### config.mk
export PLATFORM = sky130hd
export DESIGN_NAME = ubsc_top
export DESIGN_NICKNAME = d
export VERILOG_FILES = /design/src/ubsc_pkg.sv /design/src/ubsc_top.sv /design/src/ubsc_rst_filt.sv
export SDC_FILE = /design/constraint.sdc
export NUM_CORES = 1
export LEC_CHECK = 0
export ABC_AREA = 1
export BUFFER_PORTS_ARGS = -buffer_cell sky130_fd_sc_hd__clkbuf_2
export CORE_UTILIZATION = 51
export DETAILED_ROUTE_END_ITERATION = 7
export PLACE_DENSITY = 0.78
export RECOVER_POWER = 100
export SLEW_MARGIN = 30
export SYNTH_ARGS = -nofsm -noshare
export SYNTH_HDL_FRONTEND = slang
export SYNTH_SLANG_ARGS = --single-unit
### constraint.sdc
create_clock -name I_SYS_CLK -period 1.51 [get_ports I_SYS_CLK]
set_input_delay 0.0755 -clock I_SYS_CLK [delete_from_list [all_inputs] [get_ports I_SYS_CLK]]
set_output_delay 0.0755 -clock I_SYS_CLK [all_outputs]
set_load 0.02 [all_outputs]
### src/ubsc_pkg.sv
// Purpose: shared constants and types for the bridge suspend and pin control block
// Assumes: one 125 MHz clock, synchronous active-low reset
// Notes:   all pin levels are given as raw pin levels unless named otherwise
//
// Overview of operation
// - Device drives its reset pin open-drain only, low on power-on or supply fault (there is no supply-fault input; only I_POR pulls it low).
// - A high VBUS sense means a USB network is attached; low means detached.
// - Modem lines are active low: four inputs, two outputs driven by device.
// - Entering suspend drives the high indicator high and the low indicator low.
// - Device enters suspend when the host signals suspend on the bus while configured, unless resume or bus reset comes in the same cycle.
// - After any device reset both indicators stay asserted until configured.
// - Suspend ends on resume, USB bus reset, or device reset.
// - Leaving suspend deasserts both suspend indicators.
// - While held in reset the device does not drive either indicator.
// - Function logic carries data and serves serial-port control requests.
package ubsc_pkg;

   // ************************************************************
   // timing
   // ************************************************************
   localparam int unsigned CLK_PERIOD_PS    = 8000;
   localparam int unsigned EXT_RST_MIN_NS   = 15000;
   localparam int unsigned EXT_RST_MIN_CYC  =
      (EXT_RST_MIN_NS * 1000 + CLK_PERIOD_PS - 1) / CLK_PERIOD_PS;
   localparam int unsigned RST_CNT_W        = 12;
   localparam int unsigned SYNC_STAGES      = 2;

   // ************************************************************
   // reset values
   // ************************************************************
   localparam logic RTS_IDLE_PIN = 1'h1;
   localparam logic DTR_IDLE_PIN = 1'h1;

   // ************************************************************
   // types
   // ************************************************************
   typedef enum logic [1:0] {
      UBSC_UNCONF,
      UBSC_ACTIVE,
      UBSC_SUSP
   } ubsc_state_t;

   // modem inputs, raw active-low pin levels
   typedef struct packed {
      logic cts_n;
      logic dsr_n;
      logic dcd_n;
      logic ri_n;
   } ubsc_modem_in_t;

   // modem status as true (active-high) levels
   typedef struct packed {
      logic cts;
      logic dsr;
      logic dcd;
      logic ri;
   } ubsc_modem_stat_t;

   // host-side bus events, one-cycle pulses from the usb core
   typedef struct packed {
      logic suspend_det;
      logic resume_det;
      logic resume_gen;
      logic bus_reset;
      logic configured;
   } ubsc_usb_evt_t;

endpackage : ubsc_pkg

### src/ubsc_top.sv
// Purpose: suspend state, suspend indicators, reset pin and modem pin control
// Assumes: usb core events are one-cycle pulses synchronous to I_SYS_CLK
// Notes:   indicators are released (not driven) while the device is in reset
module ubsc_top
   import ubsc_pkg::*;
#(
   parameter int unsigned EXT_RST_CYC = EXT_RST_MIN_CYC
)(
   input  wire logic                      I_SYS_CLK,
   input  wire logic                      I_RSTN,
   input  wire logic                      I_RST_PIN,
   input  wire logic                      I_POR,
   input  wire logic                      I_VBUS,
   input  wire ubsc_pkg::ubsc_usb_evt_t   I_USB_EVT,
   input  wire ubsc_pkg::ubsc_modem_in_t  I_MODEM,
   input  wire logic                      I_RTS_REQ,
   input  wire logic                      I_DTR_REQ,
   output logic                           O_RST_PIN,
   output logic                           O_RST_PIN_OE,
   output logic                           O_SUSP,
   output logic                           O_SUSP_OE,
   output logic                           O_SUSP_N,
   output logic                           O_SUSP_N_OE,
   output logic                           O_RTS_N,
   output logic                           O_DTR_N,
   output logic                           O_VBUS_ATTACHED,
   output logic                           O_DEV_RST,
   output ubsc_pkg::ubsc_modem_stat_t     O_MODEM_STAT
);
   import ubsc_pkg::*;

   if (EXT_RST_CYC < 1)
   begin : g_bad_ext_rst_cyc
      $error("ubsc_top: EXT_RST_CYC must be at least 1");
   end

   // ************************************************************
   // reset pin qualification and open-drain drive
   // ************************************************************
   logic ext_rst;
   logic drive_low;

   ubsc_rst_filt #(
      .MIN_CYC     (EXT_RST_CYC)
   ) u_rst_filt (
      .I_SYS_CLK   (I_SYS_CLK),
      .I_RSTN      (I_RSTN),
      .i_pin_lvl   (I_RST_PIN),
      .i_por       (I_POR),
      .o_ext_rst   (ext_rst),
      .o_drive_low (drive_low)
   );

   // pin data stays low; enable alone pulls the line
   always_ff @(posedge I_SYS_CLK)
   begin
      if (!I_RSTN)
      begin
         O_RST_PIN    <= 1'b0;
         O_RST_PIN_OE <= 1'b0;
      end
      else
      begin
         O_RST_PIN    <= 1'b0;
         O_RST_PIN_OE <= drive_low;
      end
   end

   // device-level reset seen by the rest of the chip
   logic dev_rst;
   assign dev_rst = ext_rst || drive_low;

   always_ff @(posedge I_SYS_CLK)
   begin
      if (!I_RSTN)
         O_DEV_RST <= 1'b1;
      else
         O_DEV_RST <= dev_rst;
   end

   // ************************************************************
   // vbus sense
   // ************************************************************
   always_ff @(posedge I_SYS_CLK)
   begin
      if (!I_RSTN)
         O_VBUS_ATTACHED <= 1'b0;
      else
         O_VBUS_ATTACHED <= I_VBUS;
   end

   // ************************************************************
   // suspend state
   // ************************************************************
   ubsc_state_t state_q;
   ubsc_state_t state_d;
   logic        leave;

   // resume, bus reset: both beat a suspend in the same cycle
   assign leave = I_USB_EVT.resume_det || I_USB_EVT.resume_gen || I_USB_EVT.bus_reset;

   always_comb
   begin
      state_d = state_q;
      case (state_q)
         UBSC_UNCONF:
         begin
            if (I_USB_EVT.configured)
               state_d = UBSC_ACTIVE;
         end
         UBSC_ACTIVE:
         begin
            if (I_USB_EVT.bus_reset)
               state_d = UBSC_UNCONF;
            else if (I_USB_EVT.suspend_det && !leave)
               state_d = UBSC_SUSP;
         end
         UBSC_SUSP:
         begin
            // a bus reset also ends suspend, back to active with the indicators driven and deasserted
            if (leave)
               state_d = UBSC_ACTIVE;
         end
         default:
            state_d = UBSC_UNCONF;
      endcase
   end

   // a device reset always drops back to the unconfigured state
   always_ff @(posedge I_SYS_CLK)
   begin
      if (!I_RSTN || dev_rst)
         state_q <= UBSC_UNCONF;
      else
         state_q <= state_d;
   end

   // ************************************************************
   // suspend indicators
   // ************************************************************
   logic susp_asrt;
   assign susp_asrt = (state_d != UBSC_ACTIVE);

   // both pins update from one term so they can never skew
   always_ff @(posedge I_SYS_CLK)
   begin
      if (!I_RSTN || dev_rst)
      begin
         O_SUSP_OE   <= 1'b0;
         O_SUSP_N_OE <= 1'b0;
         O_SUSP      <= 1'b1;
         O_SUSP_N    <= 1'b0;
      end
      else
      begin
         O_SUSP_OE   <= 1'b1;
         O_SUSP_N_OE <= 1'b1;
         O_SUSP      <= susp_asrt;
         O_SUSP_N    <= !susp_asrt;
      end
   end

   // ************************************************************
   // modem control lines
   // ************************************************************
   // inverted here so the usb core only ever sees true levels
   always_ff @(posedge I_SYS_CLK)
   begin
      if (!I_RSTN)
      begin
         O_RTS_N      <= RTS_IDLE_PIN;
         O_DTR_N      <= DTR_IDLE_PIN;
         O_MODEM_STAT <= '0;
      end
      else
      begin
         O_RTS_N          <= !I_RTS_REQ;
         O_DTR_N          <= !I_DTR_REQ;
         O_MODEM_STAT.cts <= !I_MODEM.cts_n;
         O_MODEM_STAT.dsr <= !I_MODEM.dsr_n;
         O_MODEM_STAT.dcd <= !I_MODEM.dcd_n;
         O_MODEM_STAT.ri  <= !I_MODEM.ri_n;
      end
   end

   // ************************************************************
   // checks
   // ************************************************************
   property p_susp_enter;
      @(posedge I_SYS_CLK) disable iff (!I_RSTN)
      (state_q == UBSC_ACTIVE && I_USB_EVT.suspend_det && !leave && !dev_rst)
         |=> (O_SUSP && !O_SUSP_N && O_SUSP_OE);
   endproperty
   a_susp_enter: assert property (p_susp_enter)
      else $error("suspend entry did not assert indicators");

   property p_susp_go;
      @(posedge I_SYS_CLK) disable iff (!I_RSTN)
      (state_q == UBSC_ACTIVE && I_USB_EVT.suspend_det && !leave && !dev_rst)
         |=> state_q == UBSC_SUSP;
   endproperty
   a_susp_go: assert property (p_susp_go)
      else $error("suspend signalling ignored");

   property p_unconf_asrt;
      @(posedge I_SYS_CLK) disable iff (!I_RSTN)
      (O_SUSP_OE && state_q == UBSC_UNCONF) |-> O_SUSP;
   endproperty
   a_unconf_asrt: assert property (p_unconf_asrt)
      else $error("indicator released before configuration");

   property p_resume_exit;
      @(posedge I_SYS_CLK) disable iff (!I_RSTN)
      (state_q == UBSC_SUSP && (I_USB_EVT.resume_det || I_USB_EVT.resume_gen)
       && !I_USB_EVT.bus_reset && !dev_rst) |=> state_q == UBSC_ACTIVE;
   endproperty
   a_resume_exit: assert property (p_resume_exit)
      else $error("resume did not leave suspend");

   property p_exit_deassert;
      @(posedge I_SYS_CLK) disable iff (!I_RSTN)
      (state_q == UBSC_SUSP && leave && !dev_rst)
         |=> (!O_SUSP && O_SUSP_N);
   endproperty
   a_exit_deassert: assert property (p_exit_deassert)
      else $error("indicators not deasserted on exit");

   property p_float_rst;
      @(posedge I_SYS_CLK) disable iff (!I_RSTN)
      dev_rst |=> (!O_SUSP_OE && !O_SUSP_N_OE && state_q == UBSC_UNCONF);
   endproperty
   a_float_rst: assert property (p_float_rst)
      else $error("indicators driven during device reset");

   property p_compl;
      @(posedge I_SYS_CLK) disable iff (!I_RSTN)
      (O_SUSP_OE == O_SUSP_N_OE) && (!O_SUSP_OE || (O_SUSP != O_SUSP_N));
   endproperty
   a_compl: assert property (p_compl)
      else $error("indicators not complementary");

   property p_rst_od;
      @(posedge I_SYS_CLK) disable iff (!I_RSTN)
      ##1 (!O_RST_PIN && (O_RST_PIN_OE == $past(I_POR, 2)));
   endproperty
   a_rst_od: assert property (p_rst_od)
      else $error("reset pin not open drain from power-on");

   property p_vbus;
      @(posedge I_SYS_CLK) disable iff (!I_RSTN)
      ##1 O_VBUS_ATTACHED == $past(I_VBUS);
   endproperty
   a_vbus: assert property (p_vbus)
      else $error("vbus sense mismatch");

   property p_modem;
      @(posedge I_SYS_CLK) disable iff (!I_RSTN)
      ##1 (O_RTS_N == !$past(I_RTS_REQ)) && (O_MODEM_STAT.cts == !$past(I_MODEM.cts_n));
   endproperty
   a_modem: assert property (p_modem)
      else $error("modem polarity wrong");

   property p_modem_rest;
      @(posedge I_SYS_CLK) disable iff (!I_RSTN)
      ##1 (O_DTR_N == !$past(I_DTR_REQ)) && (O_MODEM_STAT.dsr == !$past(I_MODEM.dsr_n))
         && (O_MODEM_STAT.dcd == !$past(I_MODEM.dcd_n))
         && (O_MODEM_STAT.ri == !$past(I_MODEM.ri_n));
   endproperty
   a_modem_rest: assert property (p_modem_rest)
      else $error("modem polarity wrong on remaining lines");

   property p_cfg_release;
      @(posedge I_SYS_CLK) disable iff (!I_RSTN)
      (state_q == UBSC_UNCONF && I_USB_EVT.configured && !dev_rst)
         |=> (!O_SUSP && O_SUSP_N && O_SUSP_OE);
   endproperty
   a_cfg_release: assert property (p_cfg_release)
      else $error("indicators not released on configuration");

   property p_unconf_hold;
      @(posedge I_SYS_CLK) disable iff (!I_RSTN)
      (state_q == UBSC_UNCONF && !I_USB_EVT.configured)
         |=> state_q == UBSC_UNCONF;
   endproperty
   a_unconf_hold: assert property (p_unconf_hold)
      else $error("left unconfigured state without configuration");

   property p_busrst_exit;
      @(posedge I_SYS_CLK) disable iff (!I_RSTN)
      (state_q == UBSC_SUSP && I_USB_EVT.bus_reset && !dev_rst)
         |=> state_q == UBSC_ACTIVE;
   endproperty
   a_busrst_exit: assert property (p_busrst_exit)
      else $error("bus reset did not leave suspend");

   property p_dev_rst_out;
      @(posedge I_SYS_CLK) disable iff (!I_RSTN)
      dev_rst |=> O_DEV_RST;
   endproperty
   a_dev_rst_out: assert property (p_dev_rst_out)
      else $error("device reset not reported");

endmodule // ubsc_top

### src/ubsc_rst_filt.sv
// Purpose: qualifies the external reset pin level and registers the power-on request to pull the pin low
// Assumes: pin input is synchronous to the clock
// Notes:   a low pin must persist for the full minimum before a reset is issued
module ubsc_rst_filt
   import ubsc_pkg::*;
#(
   parameter int unsigned MIN_CYC = EXT_RST_MIN_CYC
)(
   input  wire logic I_SYS_CLK,
   input  wire logic I_RSTN,
   input  wire logic i_pin_lvl,
   input  wire logic i_por,
   output logic      o_ext_rst,
   output logic      o_drive_low
);
   if (MIN_CYC < 1 || MIN_CYC >= (1 << RST_CNT_W))
   begin : g_bad_min_cyc
      $error("ubsc_rst_filt: MIN_CYC out of range");
   end

   logic [RST_CNT_W-1:0] cnt_q;

   // count consecutive low cycles; short glitches never reach the core
   always_ff @(posedge I_SYS_CLK)
   begin
      if (!I_RSTN)
         cnt_q <= '0;
      else if (i_pin_lvl)
         cnt_q <= '0;
      else if (cnt_q != RST_CNT_W'(MIN_CYC))
         cnt_q <= cnt_q + RST_CNT_W'(1);
   end

   always_ff @(posedge I_SYS_CLK)
   begin
      if (!I_RSTN)
         o_ext_rst <= 1'b0;
      else
         // the sample that completes the minimum low time already counts
         o_ext_rst <= !i_pin_lvl && (cnt_q >= RST_CNT_W'(MIN_CYC - 1));
   end

   // open drain: only ever pulls low, never drives high
   always_ff @(posedge I_SYS_CLK)
   begin
      if (!I_RSTN)
         o_drive_low <= 1'b0;
      else
         o_drive_low <= i_por;
   end

   property p_ext_rst_min;
      @(posedge I_SYS_CLK) disable iff (!I_RSTN)
      $rose(o_ext_rst) |-> $past(!i_pin_lvl) && ($past(cnt_q) >= RST_CNT_W'(MIN_CYC - 1));
   endproperty
   a_ext_rst_min: assert property (p_ext_rst_min)
      else $error("external reset issued without a held-low pin");

endmodule // ubsc_rst_filt

==> impl_metrics.csv, run 1 <==
group,metric,value,unit
timing,tns,0,ns
worst_setup_path,cp_slowest_cell,"dfxtp_1",
grt,use_met1,0.1844,
timing,post-route-min-period,1.319,ns
grt,grt_pass1_wl,3.774,mm
timing,rsz0062_at_grt,"no",
worst_setup_path,cpPeakStageDelay,0.43,ns
grt,grtUsageTotal,0.2022,
min_path,hold_path_class,"input port to register",
clock_tree,cts_sinks,28,
timing,fmax,758.3,MHz
clock_tree,clk_latency,0.32,ns
min_path,whs_endpoint,"u_rst_filt.o_drive_low",
detailed_routing,vias,1039,
detailed_routing,drt-total-wl,2.321,mm
worst_setup_path,crit_type,"register to register",
clock_tree,root_buffer,"clkbuf_4",
run,cap_violations,0,
clock_tree,clk_pin_slew_worst_paths,0.14,ns
worst_setup_path,critPathArrivalTime,1.59,ns
grt,overflow,0,
synth,synthXorXnorAreaFrac,0.007407,
synth,synth_mux_area_frac,0,
layout,diodes,0,
worst_setup_path,start_kind,"register",
clock_tree,hold_buffers,12,
worst_setup_path,worst_r2r_path_depth,7,
worst_setup_path,r2r-end,"u_rst_filt.cnt_q[0]",
clock_tree,postCtsSetupBuffers,0,
grt,grtUsageMet2,0.4022,
clock_tree,htreeDepth,1,
synth,synth_area_leaders,"dfxtp_1, nand2_1, nor2_1",
timing,setup_viol,0,
layout,drive_above_1_share,0.1546,
die,ios,30,
grt,grt_max_degree,16,
pwr,leakagePower,0.6297,nW
timing,fin_crit_sh,0.8733,
pwr,powerDensity,876.4,nW/um^2
timing,fin_worst_skew,0.001073,ns
synth,synth_top_family_by_area,"simple AND/OR/NAND/NOR gates",
synth,synth.largest_area_cell,"dfxtp_1",
worst_setup_path,path_cells,"ha_1 -> inv_1 -> nor2_1 -> nand3_1 -> nand2_1 -> nand2_1 -> nor2_1",
synth,synth_compound_area_frac,0.05714,
timing,hold_viol,0,
synth,yosys_warnings,0,
synth,syn_area_per_cell,7.728,um^2
layout,syn2layout_area_growth,22.33,%
grt,antenna_found_initial,0,
detailed_routing,avgViaCountPerCell,4.680,
grt,grt_pass1_vias,986,
die,die_y,50.15,um
synth,synth-simple-area-share,0.3450,
layout,fillers,190,
detailed_routing,routedWlPerCell,10.45,um
pwr,vdd_drop_max,0.0006119,V
worst_setup_path,endpoint_kind,"register",
clock_tree,cts.path.max_buffers,2,
detailed_routing,first_iter_violations,9,
synth,synthCells,153,
synth,ys_seq_area_frac,0.4741,
detailed_routing,drtAntennaViolNets,0,
min_path,holdPathStages,3,
place,gp_congestion,0.7882,
die,dieArea,2515,um^2
grt,grt.busiest_layer,"met2",
synth,yosysUniqueCellTypes,24,
place,hpwl,1.593,mm
detailed_routing,drc,0,
die,initial_utilization,0.5397,
min_path,hp-start,"I_RSTN",
run_status,status,"finished clean",
die,die_w,50.15,um
die,core-area,2191,um^2
worst_setup_path,r2r_start,"u_rst_filt.cnt_q[1]",
clock_tree,cts_buffers,3,
clock_tree,tritoncts,"built",
synth,synth_fp_nets,171,
clock_tree,cts_resized,0,
layout,nNetsFinal,213,
worst_setup_path,regToRegSetupSlack,0.19,ns
detailed_routing,first_pass_iters,4,
die,core.rowCount,17,
synth,synthAdderAreaFrac,0.02116,
worst_setup_path,crit_required,1.78,ns
worst_setup_path,path_max_fanout,5,
synth,synth_seq_cells,28,
grt,grtUsageMet3,0.03030,
place,io_buffer_count,28,
pwr,total_power,1.268,mW
synth,synth_top_area_share,0.4741,
synth,netlist_area,1182,um^2
timing,drv_slew,0,
-- placed cells by master (no fill, tap or decap), types with 3 or more instances in the layout --
master | netlist | final
inv_1 | 19 | 19
clkbuf_1 | 0 | 14
nor2_1 | 24 | 25
o21ai_0 | 3 | 3
dfxtp_1 | 28 | 28
nor2_4 | 5 | 5
dlygate4sd3_1 | 0 | 12
clkbuf_2 | 0 | 14
nand3_1 | 7 | 9
a21oi_1 | 6 | 6
clkbuf_4 | 0 | 3
nand2_1 | 38 | 38
-- state kept, by name (all words and copies together) (netlist names) --
register / cells
O_DEV_RST: 1
O_DTR_N: 1
O_MODEM_STAT: 4
O_RST_PIN_OE: 1
O_RTS_N: 1
O_SUSP: 1
O_SUSP_N: 1
O_SUSP_N_OE: 1
O_VBUS_ATTACHED: 1
state_q: 2
u_rst_filt.cnt_q: 12
u_rst_filt.o_drive_low: 1
u_rst_filt.o_ext_rst: 1
-- metrics by stage --
stage / worst slack (ns) / instance area, um^2 / hold WS [ns] / util / std cells
after floorplan: 0.3782 / 1182 / 0.1374 / - / 153
after global placement: 0.3261 / 1331 / 0.2339 / 0.6077 / 206
after detailed placement: 0.2686 / 1331 / 0.2372 / 0.6077 / 206
after CTS: 0.2387 / 1488 / 0.004916 / 0.6790 / 222
after global routing: 0.06704 / 1446 / 0.02364 / 0.6602 / 222
final: 0.1913 / 1446 / 0.02477 / 0.6602 / 222
-- cell families after synthesis --
group | after synthesis
AND/OR/NAND/NOR | 84
flip-flops | 28
buffers and inverters | 25
AO/OA/AOI/OAI | 12
adder cells (fa/ha/maj) | 2
XOR/XNOR | 1
other | 1
-- final cells by class --
cell class	instances	area (um^2)	area share
well taps	28	35.03	0.02422
flip-flops and latches	28	560.5	0.3875
multi-input cells	100	489.2	0.3382
clock buffers	4	36.28	0.02509
inverters	22	82.58	0.05709
repair buffers	40	242.7	0.1678
-- power breakdown --
part / switching [mW] / total [mW] / internal, mW
logic: 0.0794 / 0.137 / 0.0574
clock network: 0.210 / 0.357 / 0.148
registers: 0.0104 / 0.773 / 0.763
-- routing by layer --
metal	vias up	routed length (um)
li1	543	-
met2	25	1238
met3	4	97
met1	467	954
met5	-	0
met4	0	31
-- synth_stat cells --
cell / instances
dfxtp_1: 28
o21ai_1: 1
xor2_1: 1
a21oi_2: 2
buf_4: 2
nand3_1: 7
buf_6: 1
conb_1: 1
nor2_2: 1
nand4_1: 1
nor3_4: 1
nand2_1: 38
nor2_1: 24
inv_1: 19
ha_1: 2
inv_2: 2
clkinv_1: 1
nand2_2: 2
nor2_4: 5
nand3_2: 3
nor3_1: 1
o21ai_0: 3
a21oi_1: 6
nor3b_1: 1
-- worst max path at each step --
stage                     slack (ns)                 from                   end
after floorplan                 0.38  u_rst_filt.cnt_q[1]  u_rst_filt.cnt_q[10]
after detailed placement        0.27  u_rst_filt.cnt_q[1]   u_rst_filt.cnt_q[0]
after global routing            0.07  u_rst_filt.cnt_q[1]   u_rst_filt.cnt_q[0]
after global placement          0.33  u_rst_filt.cnt_q[1]  u_rst_filt.cnt_q[10]
final                           0.19  u_rst_filt.cnt_q[1]   u_rst_filt.cnt_q[0]
after CTS                       0.24  u_rst_filt.cnt_q[1]   u_rst_filt.cnt_q[0]
-- critical path, delay by kind of cell, from the launching register on --
family | cells | cell delay, ns
DFF | 1 | 0.43
buffers and inverters | 1 | 0.07
and+or+nand+nor | 5 | 0.54
adders and majority gates | 1 | 0.23
(Power assumes the default switching activity.)
==> run 2, diff against run 1 <==
- ABC_AREA: 1 -> unset
- CORE_UTILIZATION: 51 -> 50
==> run 2 against run 1 <==
Non-clock buffer count rose by 4. Sequential power barely moved. Cell area rose by 0.26%. Clock power rose by 36%. Critical path depth fell by 2. Clock skew rose by 0.0037 ns. Critical path type unchanged. Largest cell class unchanged. Largest power group unchanged.
==> impl_metrics.csv, run 2 <==
group,metric,value,unit
timing,fin_worst_skew,0.004820,ns
detailed_routing,avgViaCountPerCell,5.286,
layout,nNetsFinal,177,
pwr,switchingPower,0.2983,mW
grt,grt_pass1_vias,900,
pwr,switching_share,0.2145,
synth,netlist_area,1112,um^2
die,ios,30,
place,io_buffer_count,28,
die,die_w,49.17,um
place,hpwl,1.455,mm
layout,final_cell_mix,"dfxtp_1, clkbuf_2, clkbuf_1, nand2_1, dlygate4sd3_1",
timing,drv_slew,0,
pwr,powerDensity,958.9,nW/um^2
synth,yosysMostFrequentCell,"dfxtp_1",
worst_setup_path,r2r_start,"u_rst_filt.cnt_q[1]",
synth,synthFlopType,"dfxtp_1",
worst_setup_path,path_max_fanout,7,
clock_tree,tritoncts,"built",
timing,tns,0,ns
die,die_y,49.17,um
clock_tree,cts_sinks,28,
worst_setup_path,worst_r2r_path_depth,5,
die,core.rowCount,16,
timing,worstMarginPinSlew,0.5694,ns
pwr,leakagePower,0.5604,nW
pwr,p_seq_frac,0.555,
pwr,internal_power,1.092,mW
synth,synthCells,115,
pwr,p_clk_frac,0.349,
grt,grt_pass1_wl,3.884,mm
synth,synth_area_leaders,"dfxtp_1, nand2_1, and2_1",
detailed_routing,first_iter_violations,19,
synth,async_flop_share,0,
worst_setup_path,startpoint,"u_rst_filt.cnt_q[1]",
clock_tree,clk_pin_slew_worst_paths,0.15,ns
min_path,holdPathStages,2,
pwr,total_power,1.390,mW
worst_setup_path,crit_type,"register to register",
layout,regMostFlops,"u_rst_filt.cnt_q",
layout,fin_util,0.7172,
detailed_routing,routedWlPerCell,13.16,um
timing,fin_ws,0.08420,ns
worst_setup_path,endpoint_kind,"register",
grt,grtUsageTotal,0.2112,
detailed_routing,drc,0,
timing,hold_viol,0,
layout,diodes,0,
timing,setup_viol,0,
grt,antenna_found_initial,0,
worst_setup_path,crit_required,1.78,ns
die,initial_utilization,0.5501,
detailed_routing,first_pass_iters,4,
synth,synth_edf_count,0,
detailed_routing,drt-total-wl,2.435,mm
synth,yosys_warnings,0,
pwr,vdd_drop_max,0.0008943,V
min_path,hold_path_class,"input port to register",
layout,syn2layout_area_growth,30.37,%
grt,overflow,0,
layout,stdcell_count,185,
place,preCtsSetupSlack,0.04920,ns
clock_tree,clk_latency,0.33,ns
clock_tree,htreeDepth,1,
run_status,status,"finished clean",
worst_setup_path,critPathArrivalTime,1.69,ns
layout,layout_commonest_cell,"dfxtp_1",
synth,synth_seq_cells,28,
worst_setup_path,start_kind,"register",
layout,reg.largest.list,"u_rst_filt.cnt_q x12, O_MODEM_STAT x4, state_q x2",
die,dieArea,2417,um^2
layout,multiInputGateArea,524.3,um^2
place,placedCellCount,168,
synth,ys_seq_area_frac,0.5039,
synth,synth_common_cells,"dfxtp_1, nand2_1, and2_1, nand3_1, nor2b_1",
synth,synth_fp_nets,133,
timing,fin_crit_sh,0.9442,
layout,largest_reg_flops,12,
grt,grt_max_degree,17,
min_path,hp-start,"I_RSTN",
timing,post-route-min-period,1.426,ns
synth,yosysUniqueCellTypes,36,
timing,fmax,701.4,MHz
clock_tree,cts.path.max_buffers,2,
place,gp_congestion,0.9202,
clock_tree,root_buffer,"clkbuf_4",
layout,drive_above_1_share,0.2342,
synth,synth_top_area_share,0.5039,
synth,synth.largest_area_cell,"dfxtp_1",
run,cap_violations,0,
detailed_routing,vias,978,
die,core-area,2022,um^2
clock_tree,cts_buffers,3,
detailed_routing,drtAntennaViolNets,0,
synth,syn_area_per_cell,9.672,um^2
pwr,combPwrFrac,0.096,
timing,max_slew_margin,0.6196,
layout,fillers,159,
layout,regArea,565.5,um^2
run 2: changes by cell type after synthesis, sizes merged, moves of 3 or more:
cell   previous run  this run
and2              0         5
o21a              0         3
mux2i             0         3
nor2             30         4
nand3            10         6
nand2            40        11
nor2b             0         5
inv              21         3
a21oi             8         4
and3              0         3
run 2: layout make-up:
| cell class | count | share of cell area |
|---|---|---|
| Clock inverter | 1 | 0.02071 |
| Timing Repair Buffer | 44 | 0.1812 |
| Inverter | 3 | 0.007765 |
| Multi-Input combinational cell | 79 | 0.3615 |
| Tap cell | 27 | 0.02330 |
| Sequential cell | 28 | 0.3900 |
| Clock buffer | 3 | 0.01553 |
run 2: power by group through the flow:
stage / Clock (mW) / Sequential, mW / Combinational [mW]
2_1_floorplan: 0 / 0.812 / 0.0444
3_3_place_gp: 0 / 0.787 / 0.113
3_5_place_dp: 0 / 0.788 / 0.117
4_1_cts: 0.496 / 0.773 / 0.138
5_1_grt: 0.519 / 0.775 / 0.145
6_report: 0.485 / 0.772 / 0.133
run 2: repair_timing:
action / in CTS / in global routing
buffers inserted: 2 / 2
gates resized for setup: 8 / 2
setup endpoints to repair: 1 / 3
hold endpoints to repair: 8 / 0
hold buffers: 9 / 0
pin swaps: 3 / 1
run 2: final timing paths:
check                        endpoint  slack, ns
setup / recovery  u_rst_filt.cnt_q[7]       0.08
hold / removal                O_DTR_N      0.004
setup reg to reg  u_rst_filt.cnt_q[7]       0.08
hold reg to reg           O_SUSP_N_OE       0.49
run 2: routing by layer:
metal,GRT usage,wire (um),vias to the layer above
li1,-,-,492
met1,0.2117,1002,452
met2,0.4178,1273,30
met3,0.05919,112,4
met4,0.04902,46,0
met5,0,0,-
run 2: worst max-delay path, stage by stage (launching register included):
cell     delay [ns]
dfxtp_2        0.36
buf_4          0.11
buf_4          0.11
nand2_2        0.09
or4_1          0.52
a21oi_1        0.17
run 2: logic make-up (layout without fill, tap and decap cells):
family | Yosys count | count (layout) | share of synthesized area
buffers and inverters | 8 | 51 | 0.03486
and+or+nand+nor | 52 | 52 | 0.2756
muxes | 3 | 3 | 0.02700
AOI/OAI and AO/OA | 18 | 18 | 0.1091
xor gates and xnor gates | 3 | 3 | 0.02363
adders and majority gates | 2 | 2 | 0.02249
DFF | 28 | 28 | 0.5039
other | 1 | 1 | 0.003371
run 2: per-stage QoR:
stage               hold WS, ns  area, um^2
floorplan                0.1455        1112
global placement         0.2309        1281
detailed placement       0.2348        1281
CTS                    0.002119        1464
global route            0.01723        1450
finish                 0.003509        1450
